**src/inc/aerue_map.vh**
```
// Purpose: Offsets, field positions, reset values for the error logging registers
// Assumes: Included by the logging bank only
// Notes:   Definitions only
`ifndef AERUE_MAP_VH
`define AERUE_MAP_VH

// ----------------------------------------
// Register byte addresses
// ----------------------------------------
`define AERUE_CAP_HDR_ADDR      12'h0100
`define AERUE_FLAGS_ADDR        12'h0104
`define AERUE_CTRL_ADDR         12'h0180
`define AERUE_ADDR_W            12

// ----------------------------------------
// Capability header fields
// ----------------------------------------
`define AERUE_CAP_ID            16'h0001
`define AERUE_CAP_VER           4'h2
`define AERUE_NXT_LSB           20
`define AERUE_NXT_W             12
`define AERUE_NXT_END           12'h000

// ----------------------------------------
// Flag bit positions
// ----------------------------------------
`define AERUE_B_OBSOLETE        0
`define AERUE_B_LINK_PROTO      4
`define AERUE_B_SURPRISE        5
`define AERUE_B_POISON          12
`define AERUE_B_FC_PROTO        13
`define AERUE_B_CPL_TIMEOUT     14
`define AERUE_B_CPL_ABORT       15
`define AERUE_B_UNEXP_CPL       16
`define AERUE_B_RX_OVERFLOW     17
`define AERUE_B_MALFORMED       18
`define AERUE_B_E2E_CRC         19
`define AERUE_B_UNSUPPORTED     20
`define AERUE_B_ACCESS_VIOL     21
`define AERUE_B_INTERNAL        22
`define AERUE_B_MC_BLOCKED      23
`define AERUE_B_ATOMIC_BLOCK    24
`define AERUE_B_PREFIX_BLOCK    25

// Bits that can ever be set, all others read zero
`define AERUE_FLAG_IMPL         32'h00FF_1031
`define AERUE_FLAG_RESET        32'h0000_0000

// ----------------------------------------
// Local control register fields
// ----------------------------------------
`define AERUE_C_INT_EN          0
`define AERUE_C_MC_DIS          1
`define AERUE_CTRL_RESET        2'h0

`endif

```
**src/logic/aerue_logging.v**
```verilog
// Purpose: Error reporting capability header and sticky uncorrectable error flags
// Assumes: One port function, Avalon-MM slave, detector pulses on clk_i
// Notes:   Flags clear on cold reset, write-one-to-clear or source disable; set wins over same-cycle clear
//
// The implementer's own choice: the Avalon-MM slave port.
`timescale 1ns/1ps
`include "aerue_map.vh"

module aerue_logging #(
    parameter [`AERUE_NXT_W-1:0] NXT_DEFAULT_UP   = 12'h000,
    parameter [`AERUE_NXT_W-1:0] NXT_DEFAULT_DOWN = 12'h000
) (
    input  wire        clk_i,
    input  wire        sys_rst_i,
    input  wire        cold_rst_i,
    input  wire        downstream_mode_i,
    input  wire        surprise_down_capable_i,
    input  wire [11:0] avs_address_i,
    input  wire        avs_read_i,
    input  wire        avs_write_i,
    input  wire [31:0] avs_writedata_i,
    input  wire [3:0]  avs_byteenable_i,
    output reg  [31:0] avs_readdata_o,
    output wire        avs_waitrequest_o,
    output reg  [1:0]  avs_response_o,
    input  wire        link_protocol_err_i,
    input  wire        surprise_down_err_i,
    input  wire        poisoned_err_i,
    input  wire        unexpected_cpl_err_i,
    input  wire        rx_overflow_err_i,
    input  wire        malformed_err_i,
    input  wire        e2e_crc_err_i,
    input  wire        unsupported_req_err_i,
    input  wire        access_viol_err_i,
    input  wire        internal_err_i,
    input  wire        mc_blocked_err_i,
    input  wire        obsolete_err_i,
    output wire [31:0] error_flags_o
);

// ----------------------------------------
// Bus handshake
// ----------------------------------------
// One wait cycle per access keeps read data registered
reg         ack;
wire        req      = (avs_read_i | avs_write_i) & ~ack;
wire [31:0] be_mask  = {{8{avs_byteenable_i[3]}}, {8{avs_byteenable_i[2]}},
                        {8{avs_byteenable_i[1]}}, {8{avs_byteenable_i[0]}}};
wire        wr_take  = avs_write_i & ack;
wire        hit_cap  = (avs_address_i == `AERUE_CAP_HDR_ADDR);
wire        hit_flag = (avs_address_i == `AERUE_FLAGS_ADDR);
wire        hit_ctrl = (avs_address_i == `AERUE_CTRL_ADDR);

assign avs_waitrequest_o = (avs_read_i | avs_write_i) & ~ack;

always @(posedge clk_i) begin
    if (sys_rst_i) begin
        ack <= 1'b0;
    end else begin
        ack <= req;
    end
end

// ----------------------------------------
// Local control: internal and multicast reporting
// ----------------------------------------
reg [1:0] ctrl;

always @(posedge clk_i) begin
    if (sys_rst_i) begin
        ctrl <= `AERUE_CTRL_RESET;
    end else if (wr_take && hit_ctrl && avs_byteenable_i[0]) begin
        ctrl <= avs_writedata_i[1:0];
    end
end

wire int_en = ctrl[`AERUE_C_INT_EN];
wire mc_dis = ctrl[`AERUE_C_MC_DIS];

// ----------------------------------------
// Next capability pointer
// ----------------------------------------
// Only a cold reset forgets a software value
reg  [`AERUE_NXT_W-1:0] nxt_ptr;
reg                     nxt_locked;
wire [`AERUE_NXT_W-1:0] nxt_default = downstream_mode_i ? NXT_DEFAULT_DOWN : NXT_DEFAULT_UP;
wire [31:0]             nxt_wmask   = be_mask & 32'hFFF0_0000;
wire                    nxt_wr      = wr_take & hit_cap & (|nxt_wmask);

always @(posedge clk_i) begin
    if (cold_rst_i) begin
        nxt_locked <= 1'b0;
        nxt_ptr    <= `AERUE_NXT_END;
    end else if (nxt_wr) begin
        nxt_locked <= 1'b1;
        nxt_ptr    <= (nxt_ptr & ~nxt_wmask[31:20]) | (avs_writedata_i[31:20] & nxt_wmask[31:20]);
    end else if (!nxt_locked) begin
        nxt_ptr    <= nxt_default;
    end
end

wire [31:0] cap_hdr = {nxt_ptr, `AERUE_CAP_VER, `AERUE_CAP_ID};

// ----------------------------------------
// Sticky flags
// ----------------------------------------
// Mask registers live elsewhere and have no path into these flags
reg  [31:0] flags;
reg  [31:0] set_vec;
wire [31:0] clr_vec = (wr_take && hit_flag) ? (avs_writedata_i & be_mask) : 32'h0000_0000;

always @* begin
    set_vec = 32'h0000_0000;
    set_vec[`AERUE_B_OBSOLETE]    = obsolete_err_i;
    set_vec[`AERUE_B_LINK_PROTO]  = link_protocol_err_i;
    set_vec[`AERUE_B_SURPRISE]    = surprise_down_err_i & surprise_down_capable_i & downstream_mode_i;
    set_vec[`AERUE_B_POISON]      = poisoned_err_i;
    set_vec[`AERUE_B_UNEXP_CPL]   = unexpected_cpl_err_i;
    set_vec[`AERUE_B_RX_OVERFLOW] = rx_overflow_err_i;
    set_vec[`AERUE_B_MALFORMED]   = malformed_err_i;
    set_vec[`AERUE_B_E2E_CRC]     = e2e_crc_err_i;
    set_vec[`AERUE_B_UNSUPPORTED] = unsupported_req_err_i;
    set_vec[`AERUE_B_ACCESS_VIOL] = access_viol_err_i;
    set_vec[`AERUE_B_INTERNAL]    = internal_err_i;
    set_vec[`AERUE_B_MC_BLOCKED]  = mc_blocked_err_i;
end

// Bits forced to zero: unsupported features and disabled sources
wire [31:0] live_mask = `AERUE_FLAG_IMPL
                      & ~({31'h0000_0000, ~int_en} << `AERUE_B_INTERNAL)
                      & ~({31'h0000_0000, mc_dis} << `AERUE_B_MC_BLOCKED);

// Set wins over a same-cycle clear, so no event is lost
always @(posedge clk_i) begin
    if (cold_rst_i) begin
        flags <= `AERUE_FLAG_RESET;
    end else begin
        flags <= ((flags & ~clr_vec) | set_vec) & live_mask;
    end
end

assign error_flags_o = flags;

// ----------------------------------------
// Read data and response
// ----------------------------------------
always @(posedge clk_i) begin
    if (sys_rst_i) begin
        avs_readdata_o <= 32'h0000_0000;
        avs_response_o <= 2'h0;
    end else if (req) begin
        avs_response_o <= (hit_cap | hit_flag | hit_ctrl) ? 2'h0 : 2'h3;
        if (!avs_read_i) begin
            avs_readdata_o <= 32'h0000_0000;
        end else if (hit_cap) begin
            avs_readdata_o <= cap_hdr;
        end else if (hit_flag) begin
            avs_readdata_o <= flags;
        end else if (hit_ctrl) begin
            avs_readdata_o <= {30'h0000_0000, ctrl};
        end else begin
            avs_readdata_o <= 32'h0000_0000;
        end
    end
end

endmodule
```
**config.mk**
```make
export PLATFORM = sky130hd
export DESIGN_NAME = aerue_logging
export DESIGN_NICKNAME = d
export VERILOG_FILES = /design/src/logic/aerue_logging.v
export VERILOG_INCLUDE_DIRS = /design/src /design/src/inc
export SDC_FILE = /design/constraint.sdc
export NUM_CORES = 1
export LEC_CHECK = 0
export BUFFER_PORTS_ARGS = -buffer_cell sky130_fd_sc_hd__buf_2
export CORE_UTILIZATION = 45
export CTS_CLUSTER_SIZE = 10
export DETAILED_ROUTE_END_ITERATION = 10
export PLACE_DENSITY = 0.82
export RECOVER_POWER = 100
export SYNTH_ARGS = -nofsm -noshare
export SYNTH_HDL_FRONTEND = slang
export SYNTH_SLANG_ARGS = --single-unit
```
**constraint.sdc**
```tcl
create_clock -name clk_i -period 2.3 [get_ports clk_i]
set_input_delay 0.46 -clock clk_i [delete_from_list [all_inputs] [get_ports clk_i]]
set_output_delay 0.46 -clock clk_i [all_outputs]
set_load 0.02 [all_outputs]
```
==> results_dict.tcl <==
set metrics [dict create \
    status "finished, final reports clean" \
    maxSlewViolCount 0 \
    critPathLaunch "avs_address_i[11]" \
    fin_crit_ps 1930 \
    synthCells 271 \
    numCtsBuffers 5 \
    drc 0 \
    drtIter0Drc 131 \
    vias_per_cell 5.26 \
    path_max_fanout 10 \
    syn_avg_cell_area_sq_um 9.11 \
    initial_utilization 0.474 \
    synth_edf_count 0 \
    io_pins 134 \
    p_total_mw 1.66 \
    num_vias 2258 \
    clockRootBuffer "clkbuf_8" \
    ir_drop_mv 0.254 \
    drive_gt1_frac 0.203 \
    clk_latency_ps 320 \
    critPathCaptureType "flip-flop" \
    worst_pin_slew_ps 712 \
    syn_area_sq_um 2470 \
    r2r_end "error_flags_o[5]" \
    grt_setup_unrepaired "no" \
    hold_violations 0 \
    gp_congestion 0.787 \
    yosysSeqAreaShare 0.405 \
    clk_pin_slew_ps 90 \
    grt_overflow 0 \
    cts_sinks 50 \
    fp.dieH_microns 76.1 \
    post_cts_resized 0 \
    ant_nets 0 \
    num_rows 26 \
    hpwl_microns 4410 \
    fmax_mhz 517 \
    grt_pass1_vias 2025 \
    synth-async-reset-ratio 0 \
    cts_tree "built" \
    rrSetupSlack_ps 640 \
    setup_slack_ps 366 \
    die_area_sq_um 5790 \
    crit_path_end "avs_readdata_o[23]" \
    p_per_area_nw_per_um2 574 \
    pre_cts_slack_ps 128 \
    fill_cells 508 \
    drtPass1Iterations 4 \
    start_kind "primary input" \
    clock-skew-final_ps 12.8 \
    core_sq_um 5200 \
    clock_path_buffers 2 \
    finalSetupViolCount 0 \
    fin_crit_sh 0.841 \
    grt_max_degree 40 \
    grt_pass1_wl_microns 9720 \
    fin_tns_setup_ps 0 \
    synthFlopType "dfxtp_1" \
    layout_common_cells "buf_2, dfxtp_1, clkbuf_1" \
    antenna_cells 0 \
    reg2reg_depth 5 \
    cts_max_level 2 \
    yosysWarnings 0 \
    crit_required_ps 2560 \
    crit_type "primary input to flip-flop" \
    grt_use_total 0.211 \
    synth_seq_cells 50 \
    antenna_found_initial 0 \
    crit_arrival_ps 2200 \
    post_cts_buffers 0 \
    wl_microns 6070 \
    nNetsFinal 425 \
    worstReg2RegStart "ack" \
    cts_hold_buf 0 \
    max_slew_margin 0.524 \
    holdCritPathClass "primary input to flip-flop" \
    leakage_nw 1.15 \
    area_delta_synth_final_pct 17.1 \
    maxCapViolations 0 \
    layout_commonest_cell "buf_2" \
    io_buffers 91 \
    wl_per_cell_microns 14.1 \
    synth_cell_type_count 44 \
    die_w_microns 76.1 \
]
state kept, by name, summed over array words and instances, names as in the netlist:
signal and flops:
ctrl 2, avs_response_o 1, avs_readdata_o 21, ack 1, nxt_locked 1, error_flags_o 12, nxt_ptr 12
cell type report:
type                    count  area, sq um  area share
well taps                  70         87.6      0.0303
flip-flops and latches     50         1000       0.346
clock buffers               5         68.8      0.0238
multi-input cells         194         1230       0.426
clock inverters             3         23.8     0.00823
repair buffers             97          440       0.152
inverters                  10         37.5      0.0130
cell usage after synthesis, drive strengths merged, types with 4 or more instances:
cell type | number | area [sq um]
o2bb2ai | 4 | 35.0
clkbuf | 13 | 48.8
o21bai | 4 | 30.0
dfxtp | 50 | 1000
nand4b | 5 | 43.8
nand2 | 9 | 33.8
nor2b | 4 | 25.0
nand3 | 7 | 35.0
inv | 10 | 37.5
a221o | 4 | 40.0
nand4 | 8 | 50.1
nand3b | 12 | 90.1
o221ai | 5 | 43.8
buf | 34 | 253
a22o | 6 | 52.6
nor2 | 21 | 78.8
a211oi | 4 | 30.0
nor4b | 4 | 50.1
and2 | 6 | 38.8
o21ai | 10 | 50.1
a22oi | 8 | 60.1
a21oi | 14 | 70.1
nor4 | 5 | 73.8
nand2b | 7 | 43.8
critical path: stages:
cell and delay (ps):
buf_2 100, or4_1 700, nor3_4 270, and3_1 450
a221o_1 220
how the worst min path moves through the flow:
stage,start,end,cells past startpoint
2_1_floorplan,ctrl[0],ctrl[0],2
3_3_place_gp,avs_readdata_o[1],avs_readdata_o[1],2
3_5_place_dp,avs_readdata_o[1],avs_readdata_o[1],2
4_1_cts,avs_writedata_i[26],nxt_ptr[6],2
5_1_grt,avs_writedata_i[30],nxt_ptr[10],2
6_report,avs_writedata_i[30],nxt_ptr[10],2
power by group:
part	total [mW]	switching (mW)	internal [mW]
Sequential	0.894	0.0122	0.882
Combinational	0.234	0.162	0.0718
Clock	0.530	0.312	0.218
Total	1.66	0.486	1.17
per-stage QoR:
step / hold WS [ps] / cell area [sq um] / std cells / util
after detailed placement: 448 / 2870 / 421 / 0.551
final: 351 / 2890 / 429 / 0.555
after global placement: 443 / 2870 / 421 / 0.551
after CTS: 346 / 2960 / 429 / 0.569
after floorplan: 458 / 2580 / 301 / -
after global routing: 352 / 2890 / 429 / 0.555
layer usage:
| layer | track usage | up-vias | wire length, microns |
|---|---|---|---|
| met5 | 0 | - | 0 |
| met4 | 0.110 | 0 | 164 |
| met2 | 0.353 | 78 | 3080 |
| li1 | - | 1100 | - |
| met3 | 0.0407 | 14 | 259 |
| met1 | 0.256 | 1066 | 2560 |
cells by family after synthesis:
| kind of cell | share of synthesized area |
|---|---|
| buffers and inverters | 0.137 |
| AOI/OAI and AO/OA | 0.186 |
| other | 0.00152 |
| and+or+nand+nor | 0.270 |
| DFF | 0.405 |
(Power assumes the default switching activity.)
